==> config.mk <==
export PLATFORM = sky130hd
export DESIGN_NAME = ldo_power_control
export DESIGN_NICKNAME = d
export VERILOG_FILES = /design/src/common/ldo_power_pkg.sv /design/src/ldo_power_control.sv
export SDC_FILE = /design/constraint.sdc
export NUM_CORES = 1
export LEC_CHECK = 0
export BUFFER_PORTS_ARGS = -buffer_cell sky130_fd_sc_hd__buf_4
export CAP_MARGIN = 10
export CORE_UTILIZATION = 43
export DETAILED_ROUTE_END_ITERATION = 12
export GPL_TIMING_DRIVEN = 0
export PLACE_DENSITY = 0.86
export SLEW_MARGIN = 20
export SYNTH_ARGS = -nofsm -noshare
export SYNTH_HDL_FRONTEND = slang
export SYNTH_SLANG_ARGS = --single-unit
export TNS_END_PERCENT = 10
==> constraint.sdc <==
create_clock -name aclk -period 2.51 [get_ports aclk]
set_input_delay 0.1255 -clock aclk [delete_from_list [all_inputs] [get_ports aclk]]
set_output_delay 0.1255 -clock aclk [all_outputs]
set_load 0.02 [all_outputs]
==> src/common/ldo_power_pkg.sv <==
`default_nettype none
package ldo_power_pkg;
   localparam logic [15:0] pmgt_offset = 16'h1930;
   localparam logic [15:0] ldo_offset = 16'h7004;
   localparam int clkout_bit = 0;
   localparam int light_shut_bit = 1;
   localparam int full_shut_bit = 2;
   localparam int wake_dir_bit = 3;
   localparam int wake_out_bit = 4;
   localparam logic [4:0] pmgt_reset = 5'h10;
   localparam int usb_en_bit = 0;
   localparam int volt_low_bit = 1;
   localparam logic [1:0] ldo_reset = 2'h0;
   localparam logic [1:0] resp_okay = 2'h0;
   localparam logic [1:0] resp_slverr = 2'h2;

   typedef struct packed {
      logic ana;
      logic core;
      logic usb;
   } reg_en_t;

   typedef struct packed {
      logic [4:0] pmgt;
      logic [1:0] ldo;
      logic strap_meta;
      logic strap_sync;
      logic wake_meta;
      logic wake_sync;
      reg_en_t en;
      logic bandgap_en;
      logic por_en;
      logic aw_got;
      logic [15:0] awaddr;
      logic w_got;
      logic [15:0] wdata;
      logic [1:0] wstrb;
      logic bvalid;
      logic [1:0] bresp;
      logic rvalid;
      logic [15:0] rdata;
      logic [1:0] rresp;
   } ldo_state_t;
endpackage
`default_nettype wire

==> src/ldo_power_control.sv <==
// Chosen here: register access over AXI4-Lite.
`timescale 1ns/1ps
`default_nettype none
module ldo_power_control
   import ldo_power_pkg::*;
(
   // Clock and reset
   input wire logic aclk,
   input wire logic aresetn,
   // Write address
   input wire logic [15:0] s_axi_awaddr,
   input wire logic s_axi_awvalid,
   output logic s_axi_awready,
   // Write data
   input wire logic [31:0] s_axi_wdata,
   input wire logic [3:0] s_axi_wstrb,
   input wire logic s_axi_wvalid,
   output logic s_axi_wready,
   // Write response
   output logic [1:0] s_axi_bresp,
   output logic s_axi_bvalid,
   input wire logic s_axi_bready,
   // Read address
   input wire logic [15:0] s_axi_araddr,
   input wire logic s_axi_arvalid,
   output logic s_axi_arready,
   // Read data
   output logic [31:0] s_axi_rdata,
   output logic [1:0] s_axi_rresp,
   output logic s_axi_rvalid,
   input wire logic s_axi_rready,
   // Pins and wake sources
   input wire logic core_regulator_strap,
   input wire logic wake_pin_i,
   output logic wake_pin_o,
   output logic wake_pin_oe,
   input wire logic rtc_alarm,
   // Regulator and clock controls
   output reg_en_t reg_en,
   output reg_en_t reg_drive_en,
   output logic bandgap_en,
   output logic por_en,
   output logic core_voltage_low,
   output logic rtc_clock_out_enable
);

   ldo_state_t q, d;
   logic shut;
   logic wake_ev;
   logic wr_fire;
   logic rd_fire;
   logic wr_pmgt;
   logic wr_ldo;

   function automatic logic [15:0] merge16(
      input logic [15:0] old,
      input logic [15:0] data,
      input logic [1:0] strb
   );
      logic [15:0] r;
      r = old;
      if (strb[0]) begin
         r[7:0] = data[7:0];
      end
      if (strb[1]) begin
         r[15:8] = data[15:8];
      end
      return r;
   endfunction

   assign shut = q.pmgt[light_shut_bit] | q.pmgt[full_shut_bit];
   // Wake pin counts only while configured as an input
   assign wake_ev = (q.wake_sync & ~q.pmgt[wake_dir_bit]) | rtc_alarm;
   assign wr_fire = q.aw_got & q.w_got & ~q.bvalid;
   assign rd_fire = s_axi_arvalid & s_axi_arready;
   assign wr_pmgt = wr_fire & (q.awaddr == pmgt_offset);
   assign wr_ldo = wr_fire & (q.awaddr == ldo_offset);

   always_comb begin
      logic [15:0] m;
      logic [4:0] p;
      m = 16'h0000;
      p = q.pmgt;
      d = q;
      // Pins are asynchronous; only the second stage feeds logic
      d.strap_meta = core_regulator_strap;
      d.strap_sync = q.strap_meta;
      d.wake_meta = wake_pin_i;
      d.wake_sync = q.wake_meta;
      // Wake clears the shutdown bits; a same-cycle write wins
      if (shut && wake_ev) begin
         p[light_shut_bit] = 1'b0;
         p[full_shut_bit] = 1'b0;
      end
      // Write channel: address and data may arrive in either order
      if (s_axi_awvalid && s_axi_awready) begin
         d.aw_got = 1'b1;
         d.awaddr = {s_axi_awaddr[15:2], 2'b00};
      end
      if (s_axi_wvalid && s_axi_wready) begin
         d.w_got = 1'b1;
         d.wdata = s_axi_wdata[15:0];
         d.wstrb = s_axi_wstrb[1:0];
      end
      if (wr_fire) begin
         d.aw_got = 1'b0;
         d.w_got = 1'b0;
         d.bvalid = 1'b1;
         d.bresp = (wr_pmgt || wr_ldo) ? resp_okay : resp_slverr;
      end
      if (wr_pmgt) begin
         m = merge16({11'h000, q.pmgt}, q.wdata, q.wstrb);
         p = m[4:0];
      end
      if (wr_ldo) begin
         m = merge16({14'h0000, q.ldo}, q.wdata, q.wstrb);
         d.ldo = m[1:0];
      end
      d.pmgt = p;
      if (q.bvalid && s_axi_bready) begin
         d.bvalid = 1'b0;
      end
      // Read channel
      if (rd_fire) begin
         d.rvalid = 1'b1;
         d.rresp = resp_okay;
         if ({s_axi_araddr[15:2], 2'b00} == pmgt_offset) begin
            d.rdata = {11'h000, q.pmgt};
         end else if ({s_axi_araddr[15:2], 2'b00} == ldo_offset) begin
            d.rdata = {14'h0000, q.ldo};
         end else begin
            d.rdata = 16'h0000;
            d.rresp = resp_slverr;
         end
      end else if (q.rvalid && s_axi_rready) begin
         d.rvalid = 1'b0;
      end
      // Enables follow the next control state, so they track it in step
      d.en.ana = ~(p[light_shut_bit] | p[full_shut_bit]);
      d.en.core = d.en.ana & ~q.strap_sync;
      d.en.usb = d.en.ana & d.ldo[usb_en_bit];
      d.bandgap_en = ~p[full_shut_bit];
      d.por_en = d.en.ana;
   end

   always_ff @(posedge aclk) begin
      if (!aresetn) begin
         q <= '0;
         q.pmgt <= pmgt_reset;
         q.ldo <= ldo_reset;
         // Synchronisers keep running so the strap is settled at release
         q.strap_meta <= d.strap_meta;
         q.strap_sync <= d.strap_sync;
         q.wake_meta <= d.wake_meta;
         q.wake_sync <= d.wake_sync;
         // Analog stays on through reset; core never blips on a high strap
         q.en.ana <= 1'b1;
         q.en.core <= ~q.strap_sync;
         q.en.usb <= 1'b0;
         q.bandgap_en <= 1'b1;
         q.por_en <= 1'b1;
      end else begin
         q <= d;
      end
   end

   // Bus handshakes
   assign s_axi_awready = ~q.aw_got & ~q.bvalid;
   assign s_axi_wready = ~q.w_got & ~q.bvalid;
   assign s_axi_bvalid = q.bvalid;
   assign s_axi_bresp = q.bresp;
   assign s_axi_arready = ~q.rvalid;
   assign s_axi_rvalid = q.rvalid;
   assign s_axi_rresp = q.rresp;
   assign s_axi_rdata = {16'h0000, q.rdata};

   // Regulator controls; a regulator's pin drives only while enabled
   assign reg_en = q.en;
   assign reg_drive_en = q.en;
   assign bandgap_en = q.bandgap_en;
   assign por_en = q.por_en;
   assign core_voltage_low = q.ldo[volt_low_bit];
   assign rtc_clock_out_enable = q.pmgt[clkout_bit];
   // Open drain: only a low level is ever driven
   assign wake_pin_o = 1'b0;
   assign wake_pin_oe = q.pmgt[wake_dir_bit] & ~q.pmgt[wake_out_bit];
endmodule // ldo_power_control
`default_nettype wire

[After elaboration in Yosys (flattened, before gate mapping)]
Index checks and enable logic that the tools add are counted.
Storage, ports and cells
  output and inout port bits: 53
  register bits after elaboration: 71
  input port bits: 78
Operators by class
  multiplexer cells: 20
  reduce and logical (&&, ||, !) cells: 11
  equal/unequal tests: 4
  bitwise gates (word level): 24
Operators with widths (number)
  $mux W62: 1
  $eq A14 B11 Y1 const B: 2
  $eq A14 B13 Y1 const B: 2
  $mux W19: 1
  $mux W18: 1
  $mux W17: 1
  $and A1 B1 Y1: 11
  $mux W2: 5
  $not A1 Y1: 10
  $mux W3: 3
  $mux W1: 7
  $logic_and A1 B1 Y1: 5
  $mux W5: 1
  $reduce_and A2 Y1: 2
  $reduce_or A2 Y1: 2
  $or A1 B1 Y1: 3
  $reduce_bool A2 Y1: 1
  $logic_or A1 B1 Y1: 1

[Logic depth before layout (Yosys ltp)]
Gate-level depths: netlist of run 1.
  depth in word-level cells: 10
  mapped depth: 6
  depth with buffers taken out: 5

[Worst setup path before layout of run 1]
Ideal clock, no wire load.
  kind: reg-to-reg
  start point: register q[50] (netlist name)
  end point: register q, in the netlist reg_drive_en[0]
  cell stages (with the launch flop): 6
  slack: 0.489 ns
  path buffers: 0
  library setup time: 0.088 ns
  arrival time: 1.933 ns
  data required time: 2.422 ns
  cell sequence: dfxtp_1 > or4b_4 > nor4_4 > and4_1 > mux2_2 > nor4_2
Between the ends
  word-level cells in the longest chain between the ends: 6
  elaborated cells on any way between the ends: 9
  classes of those cells: eq/ne: 2; mux: 2; bitwise: 5
Ends and longest elaborated chain
  from (decl): RTL line ldo_power_control.sv:47  | ldo_state_t q, d;
  $eq A14 B11 Y1: RTL line ldo_power_control.sv:76  | assign wr_pmgt = wr_fire & (q.awaddr == pmgt_offset);
  $and A1 B1 Y1: RTL line ldo_power_control.sv:76
  $mux W3: RTL line ldo_power_control.sv:111  | if (wr_pmgt) begin
  $or A1 B1 Y1: RTL line ldo_power_control.sv:139  | d.en.ana = ~(p[light_shut_bit] | p[full_shut_bit]);
  $not A1 Y1: RTL line ldo_power_control.sv:139
  $and A1 B1 Y1 *: RTL line ldo_power_control.sv:141  | d.en.usb = d.en.ana & d.ldo[usb_en_bit];
Mark *: on every way between the ends. The rest lies on a longest branch, timed or not.
A chain may end at the register's enable or synchronous reset.

[Worst setup path in the final report of run 1]
Same ends and word-level chain as after synthesis.

==> results of run 1 <==
[worst max-delay path by stage]
stage	start	to	slack, ps
finish	q[50]	reg_drive_en[0]	280
global route	q[50]	reg_drive_en[0]	140
CTS	q[50]	reg_drive_en[0]	270
detailed placement	q[50]	reg_drive_en[0]	300
global placement	q[50]	reg_drive_en[0]	290
floorplan	q[50]	reg_drive_en[0]	490
[synthesized netlist by cell type, drive strengths merged]
cell    count  area share (%)
nand2b      1            0.28
nor3        2            0.45
nor4b       2            0.79
mux2i      10             4.5
buf        43              15
nor2       14             2.4
nand4       2            0.57
o211a       1            0.45
and3b       1            0.40
a21oi       4            0.91
o31ai       1            0.34
nor3b       2            0.68
inv         5            0.85
a221oi      2            0.79
nand3       9             2.3
a21boi     19             6.5
conb        1            0.17
nand3b      1            0.34
clkbuf      8             1.4
nor2b      11             3.1
and2        4             1.2
o21a        1            0.34
or3         1            0.28
mux2        1            0.51
or4         1            0.51
dfxtp      46              42
a22oi       1            0.34
or2         1            0.28
and3        2            0.57
nand2      46             7.8
o211ai      1            0.57
nand4b      1            0.40
nor4        4             2.1
and4        1            0.40
o21ai       2            0.45
or4b        1            0.62
[power by group through the flow]
stage | Sequential [mW] | Clock (mW) | Combinational [mW]
final | 0.794 | 0.541 | 0.295
after global placement | 0.808 | 0 | 0.286
after global routing | 0.800 | 0.580 | 0.324
after floorplan | 0.806 | 0 | 0.194
after detailed placement | 0.811 | 0 | 0.291
after CTS | 0.794 | 0.550 | 0.294
[layout by cell type, fill, tap and decap left out, drive strengths merged, types with 4 or more instances in the layout]
cell type	n
buf	109
nand2	46
dfxtp	46
conb	30
a21boi	19
nor2	14
clkbuf	14
nor2b	11
mux2i	10
nand3	9
inv	5
a21oi	4
and2	4
nor4	4
[metal layers]
metal  GRT usage (%)  vias up
met4           6.838        0
met5               0        -
met3           3.704        9
li1                -      975
met2           30.78       67
met1           20.15      828
[through the flow]
stage / area (um^2) / util (%) / setup slack [ps] / cells / power [mW]
after detailed placement: 2893 / 60.05 / 301.9 / 415 / 1.102
after floorplan: 2313 / - / 488.8 / 282 / 0.9993
after CTS: 3023 / 62.75 / 268.2 / 425 / 1.638
after global routing: 3023 / 62.75 / 140.6 / 425 / 1.704
final: 3023 / 62.75 / 277.2 / 425 / 1.631
after global placement: 2893 / 60.05 / 293.5 / 415 / 1.094
[cell type report]
class | instances | area share, %
multi-input combinational | 180 | 33.77
sequential | 46 | 30.46
timing repair buffer | 68 | 17.05
buffer | 51 | 11.67
tap | 67 | 2.773
clock buffer | 6 | 2.401
clock inverter | 2 | 1.242
inverter | 5 | 0.6209
[flip-flops by register name (all words and copies together), names as in the netlist]
| name | count |
|---|---|
| s_axi_bvalid | 1 |
| s_axi_rvalid | 1 |
| q | 29 |
| bandgap_en | 1 |
| por_en | 1 |
| rtc_clock_out_enable | 1 |
| s_axi_rresp | 1 |
| s_axi_rdata | 5 |
| reg_drive_en | 2 |
| d | 2 |
| s_axi_bresp | 1 |
| core_voltage_low | 1 |
[worst max-delay path, stage by stage (launching register included)]
cell	delay (ps)
dfxtp_1	320
or4b_4	560
nor4_4	310
and4_1	320
mux2_2	370
nor4_2	260
[kinds of logic after synthesis]
logic type | share of synthesized area (%)
compound gates | 10.67
buf+inv | 16.86
simple gates | 25.48
mux | 5.051
other cells | 0.1701
flops | 41.77
==> key figures, run 1 <==
Floorplanning
  • Std-Cell Rows: 25
  • Die Ht: about 74 um
  • Die area: 0.005418 mm^2
  • I/O Pins: between 100 and 150
  • DIE WIDTH: 73.61 um
  • Core area: 0.004817 mm^2
  • Initial Utilization: 45.77%

Drt
  • TritonRoute pass-1 iters: 4
  • WL/cell: 10.72 um
  • Vias/cell: 4.421
  • Post-Route WL: 4.554 mm
  • DRC viols: 0
  • Post-route ant nets: 0
  • DR iter-0 viols: 68
  • Met1 wire length: 1.997 mm
  • Vias: 1879
  • Met3 WL: 288 um
  • WL met2: 2.199 mm
  • Highest metal used: met4

Timing
  • Relative slew slack: 36.14%
  • Period utilization: 88.96%
  • Worst Tran Pin Value: 949.2 ps
  • Worst hold margin: 71.68 ps
  • Final hold vios: 0
  • Final setup violating endpoints: 0
  • F_max: 447.9 MHz
  • Minimum clock period: around 2200 ps
  • Setup TNS: 0 ps
  • Clk_skew: 7.334 ps
  • RSZ-0062 raised after global routing: no
  • Slew Limit Fails: 0

Global route
  • Largest net degree at the start of global routing: 15
  • Grt ovf: 0
  • First-pass GRT wire length: 7.162 mm
  • Number of global-route vias before repair: approximately 1700
  • Initial antenna violation count: 0
  • Overall Global Routing Usage: between 10% and 20%

Power and ir drop
  • Clk pwr share: 33.2%
  • Combinational Power Share: 18.1%
  • Worst VDD drop: 0.3415 mV
  • Sw Share: 25.78%
  • Internal cell power: 1.211 mW
  • PD cells: approximately 540 mW/mm^2
  • Sequential power share: 48.7%
  • Psw: between 0.4 and 0.5 mW
  • Static Leak: ~1.4 nW

Worst hold path
  • HP Class: primary input to register
  • Hold path start: s_axi_arvalid
  • Hold Path End: s_axi_rvalid
  • Worst hold stages: 2

Setup path
  • Worst setup EP type: register
  • Worst flop-to-flop path endpoint: reg_drive_en[0]
  • Crit path max fanout: 7
  • Kind of critical path: register to register
  • Setup crit start kind: register
  • Crit path DAT: between 2000 and 2500 ps
  • WP data required: around 2700 ps
  • R2R setup slack: about 280 ps
  • Critical R2R Launch: q[50]
  • R2R depth: 5

Placement
  • DP Wirelength: 3.602 mm
  • Input/output buffers: 66
  • GP Congestion: 0.8173

Logic synthesis
  • Avg Cell Area, Syn: 8.714 um^2
  • Cells after Synth: between 200 and 300
  • Synth Register Bits: 46
  • Mapped cell area: around 0.0022 mm^2
  • Register area share after synthesis: 41.77%
  • Warning count from the yosys run: 0
  • Synth cell types: 40

Clock tree
  • Clock Root Buffer: clkbuf_8
  • Setup bufs post-CTS: 0
  • Clk Latency, worst-skew pair: 300 ps
  • Clk slew on worst S/H paths: 80 ps
  • Max H-tree Level: 2
  • Post_cts resized: 0
  • Clk sink count: between 40 and 50
  • CTS max path bufs: 2
  • CTS tree: yes
  • Hold buffers post-CTS: 2
  • Total CTS buffers: 5

Finish
  • Ant. Diodes: 0
  • Area of the multi-input gates: between 0.001 and 0.0015 mm^2
  • Final #Nets: about 440
  • Filler cells: around 430
  • Layout cells sized above 1: 34.92%
  • Area growth from synthesis to layout: 37.12%
  • FF/Latch Area: 920.9 um^2

Run status
  • Outcome: finished, final reports clean

Job
  • Maxcap violations: 0
No activity file was read; power rests on OpenSTA's default activity.
==> run 2, diff against run 1 <==
--- a/config.mk
+++ b/config.mk
@@ -5,12 +5,14 @@
 export SDC_FILE = /design/constraint.sdc
 export NUM_CORES = 1
 export LEC_CHECK = 0
+export ABC_AREA = 1
 export BUFFER_PORTS_ARGS = -buffer_cell sky130_fd_sc_hd__buf_4
 export CAP_MARGIN = 10
-export CORE_UTILIZATION = 43
+export CORE_MARGIN = 2
+export CORE_UTILIZATION = 45
 export DETAILED_ROUTE_END_ITERATION = 12
 export GPL_TIMING_DRIVEN = 0
-export PLACE_DENSITY = 0.86
+export PLACE_DENSITY = 0.88
 export SLEW_MARGIN = 20
 export SYNTH_ARGS = -nofsm -noshare
 export SYNTH_HDL_FRONTEND = slang
==> key figures, run 2 <==
Worst hold path
  • HP Class: primary input to register

Placement
  • Placed inst area: 0.003074 mm^2 (+6.3%)
  • DP Wirelength: 3.985 mm (+11%)
  • Post-place setup slack: 1258 ps (+955.9 ps)
  • GP Congestion: 0.9025 (+10%)
  • Input/output buffers: 66 (unchanged)

Drt
  • Post-Route WL: 5.047 mm (+11%)
  • Post-route ant nets: 0 (unchanged)
  • DR iter-0 viols: 85 (+25%)
  • Vias/cell: 4.421 (about the same)
  • DRC viols: 0 (unchanged)
  • TritonRoute pass-1 iters: 4 (unchanged)
  • WL/cell: 10.11 um (-5.6%)
  • Vias: 2206 (+17%)

Floorplanning
  • Core area: 0.005107 mm^2 (+6.0%)
  • Std-Cell Rows: 26 (+4.0%)
  • Die Ht: 76.76 um (+4.3%)
  • I/O Pins: 131 (unchanged)
  • DIE WIDTH: 76.76 um (+4.3%)
  • Initial Utilization: 46.64% (+0.88 points)
  • Die area: 0.005892 mm^2 (+8.8%)

Finish
  • Final #Nets: 506 (+16%)
  • Most common cell after layout, fill and taps aside: buf_4
  • Final cell utilization of the core: 62.74% (about the same)
  • FF/Latch Area: 920.9 um^2 (unchanged)
  • Filler cells: 465 (+9.2%)
  • Largest Register: q
  • Layout cells sized above 1: 33.80% (-1.1 points)
  • Area growth from synthesis to layout: 34.51%
  • Most frequent cells in the layout: 109 x buf_4, 53 x nor2_1, 46 x dfxtp_1, 37 x nand2_1, 32 x inv_1
  • Final instance area: 0.003204 mm^2 (+6.0%)
  • Ant. Diodes: 0 (unchanged)
  • Area of the multi-input gates: 0.001080 mm^2 (+5.8%)
  • Max reg flops: 29 (unchanged)

Timing
  • RSZ-0062 raised after global routing: no
  • Period utilization: 51.35% (-38 points)
  • Final hold vios: 0 (unchanged)
  • Final setup violating endpoints: 0 (unchanged)
  • F_max: 775.9 MHz (+73%)
  • Setup TNS: 0 ps (unchanged)
  • Minimum clock period: 1289 ps (-944.0 ps)
  • Clk_skew: 5.092 ps (-2.243 ps)
  • Final WS setup: 1221 ps (+944.0 ps)
  • Slew Limit Fails: 0 (unchanged)

Logic synthesis
  • Compound-cell area share of the yosys netlist: 9.611% (-1.1 points)
  • Simple-gate area share of the yosys netlist: 30.99% (+5.5 points)
  • Mapped cell area: 0.002382 mm^2 (+8.1%)
  • Ys flop type: dfxtp_1
  • Synth area leaders: dfxtp_1 39%, buf_4 14%, nor2_1 8.4%
  • Post-synth ARST share: 0% (unchanged)
  • Avg Cell Area, Syn: 7.353 um^2 (-16%)
  • Synth top area share: 38.66% (-3.1 points)
  • Top post-synthesis cells by count: 53 x nor2_1, 46 x dfxtp_1, 43 x buf_4
  • Post-synthesis adder-cell area fraction: 0% (unchanged)
  • Cells after Synth: 324 (+28%)
  • Post-synth EDFFs: 0 (unchanged)
  • Synth cell types: 30 (-25%)
  • Synth area leader: dfxtp_1
  • Register area share after synthesis: 38.66% (-3.1 points)
  • Main combinational cell family by area after synthesis: simple AND/OR/NAND/NOR gates
  • Warning count from the yosys run: 0 (unchanged)
  • Synth Register Bits: 46 (unchanged)
  • Post-Synth XOR/XNOR Area: 0% (unchanged)
  • Mux contribution to synthesized area: 0% (-5.1 points)
  • Most frequent cell after synthesis: nor2_1

Setup path
  • Kind of critical path: register to register
  • Crit path largest cell delay: 330 ps (-230 ps)
  • Most frequent CP cell: nand2_2
  • Setup crit start kind: register
  • Critical Path, Cell by Cell: nor2_1, nand2_2, nor2_8, nand3_4, nand2_1, nand3_2, nand2_2, nor2_2
  • CP max stage cell: dfxtp_1
  • Bufs and invs on worst path: 0 (unchanged)
  • Crit path DAT: 1490 ps (-950 ps)
  • Worst setup EP type: register
  • Top Family by Delay on Critical Path: simple AND/OR/NAND/NOR gates
  • Crit path max fanout: 5 (-2)
  • WP data required: 2710 ps (about the same)

Clock tree
  • Max H-tree Level: 2 (unchanged)
  • Clk Latency, worst-skew pair: 300 ps (about the same)
  • Clock Root Buffer: clkbuf_8
  • CTS tree: yes
  • Clk sink count: 46 (unchanged)
  • Clk slew on worst S/H paths: 80 ps (about the same)
  • CTS max path bufs: 2 (unchanged)
  • Total CTS buffers: 5 (unchanged)

Global route
  • Grt ovf: 0 (unchanged)
  • Initial antenna violation count: 0 (unchanged)
  • Largest net degree at the start of global routing: 15 (unchanged)
  • First-pass GRT wire length: 8.535 mm (+19%)
  • Overall Global Routing Usage: 17.62% (+0.30 points)
  • Number of global-route vias before repair: 2060 (+22%)

Run status
  • Outcome: finished, final reports clean

Job
  • Maxcap violations: 0 (unchanged)

Power and ir drop
  • Static Leak: 1.602 nW (+12%)
  • PD cells: 527.2 mW/mm^2 (-2.3%)
  • Worst VDD drop: 0.4467 mV (+31%)
-- run 2: cell types whose count changed in the layout (fill, tap and decap cells not counted), moves of 7 or more --
cell / before / now
mux2i_1: 10 / 0
inv_1: 5 / 32
nand2_1: 46 / 37
clkbuf_1: 9 / 2
a21oi_1: 4 / 16
nand3_1: 8 / 22
nor2b_1: 11 / 0
nor2_1: 14 / 53
a21boi_0: 19 / 0
o21ai_0: 2 / 22
-- run 2: area by class of cell --
class / count / share of cell area [%]
multi-input combinational: 220 / 33.70
timing repair buffer: 68 / 16.09
clock inverter: 2 / 1.171
inverter: 39 / 4.569
buffer: 48 / 10.74
clock buffer: 6 / 2.265
tap: 70 / 2.733
sequential: 46 / 28.74
-- run 2: final timing paths --
| kind | from | endpoint | slack [ps] | cells after the start |
|---|---|---|---|---|
| setup reg to reg | q[50] | reg_drive_en[1] | 1220 | 8 |
| setup / recovery | q[50] | reg_drive_en[1] | 1220 | 8 |
| hold reg to reg | d[65] | q[65] | 330 | 0 |
| hold / removal | s_axi_bready | s_axi_bvalid | 30 | 2 |
-- run 2: cells by family (layout without fill, tap and decap cells) --
family                 count (synthesis)  after routing
other                                  1             30
flip-flops                            46             46
buffers and inverters                 87            163
AND/OR/NAND/NOR                      146            146
AO/OA/AOI/OAI                         44             44
-- run 2: power breakdown --
group | internal, mW | total (mW) | switching [mW]
registers | 0.776 | 0.812 | 0.0368
clock network | 0.297 | 0.537 | 0.240
logic | 0.150 | 0.339 | 0.190
total | 1.22 | 1.69 | 0.467
-- run 2: per-layer routing --
layer / track usage (%) / vias up / wire [um]
li1: - / 1163 / -
met1: 19.72 / 951 / 2179
met2: 32.19 / 85 / 2397
met3: 4.000 / 7 / 397
met4: 6.727 / 0 / 72
met5: 0 / - / 0
-- run 2: stage by stage --
stage,std cells,hold WS (ps),total power [mW]
after floorplan,353,153.2,1.052
after global routing,499,25.17,1.765
after global placement,489,231.3,1.155
after CTS,499,15.38,1.695
final,499,26.55,1.689
after detailed placement,489,231.9,1.164
-- run 2: repair_timing --
item	in CTS	in global routing
gates resized for setup	0	0
hold buffers	2	0
setup endpoints to repair	0	0
setup buffers	0	0
endpoints found under the hold margin	2	0
-- run 2: worst reg2reg max path: stages (launching register included) --
cell and delay, ps:
dfxtp_1 330, nor2_1 190, nand2_2 120, nor2_8 150, nand3_4 100, nand2_1 100
nand3_2 80, nand2_2 100, nor2_2 30
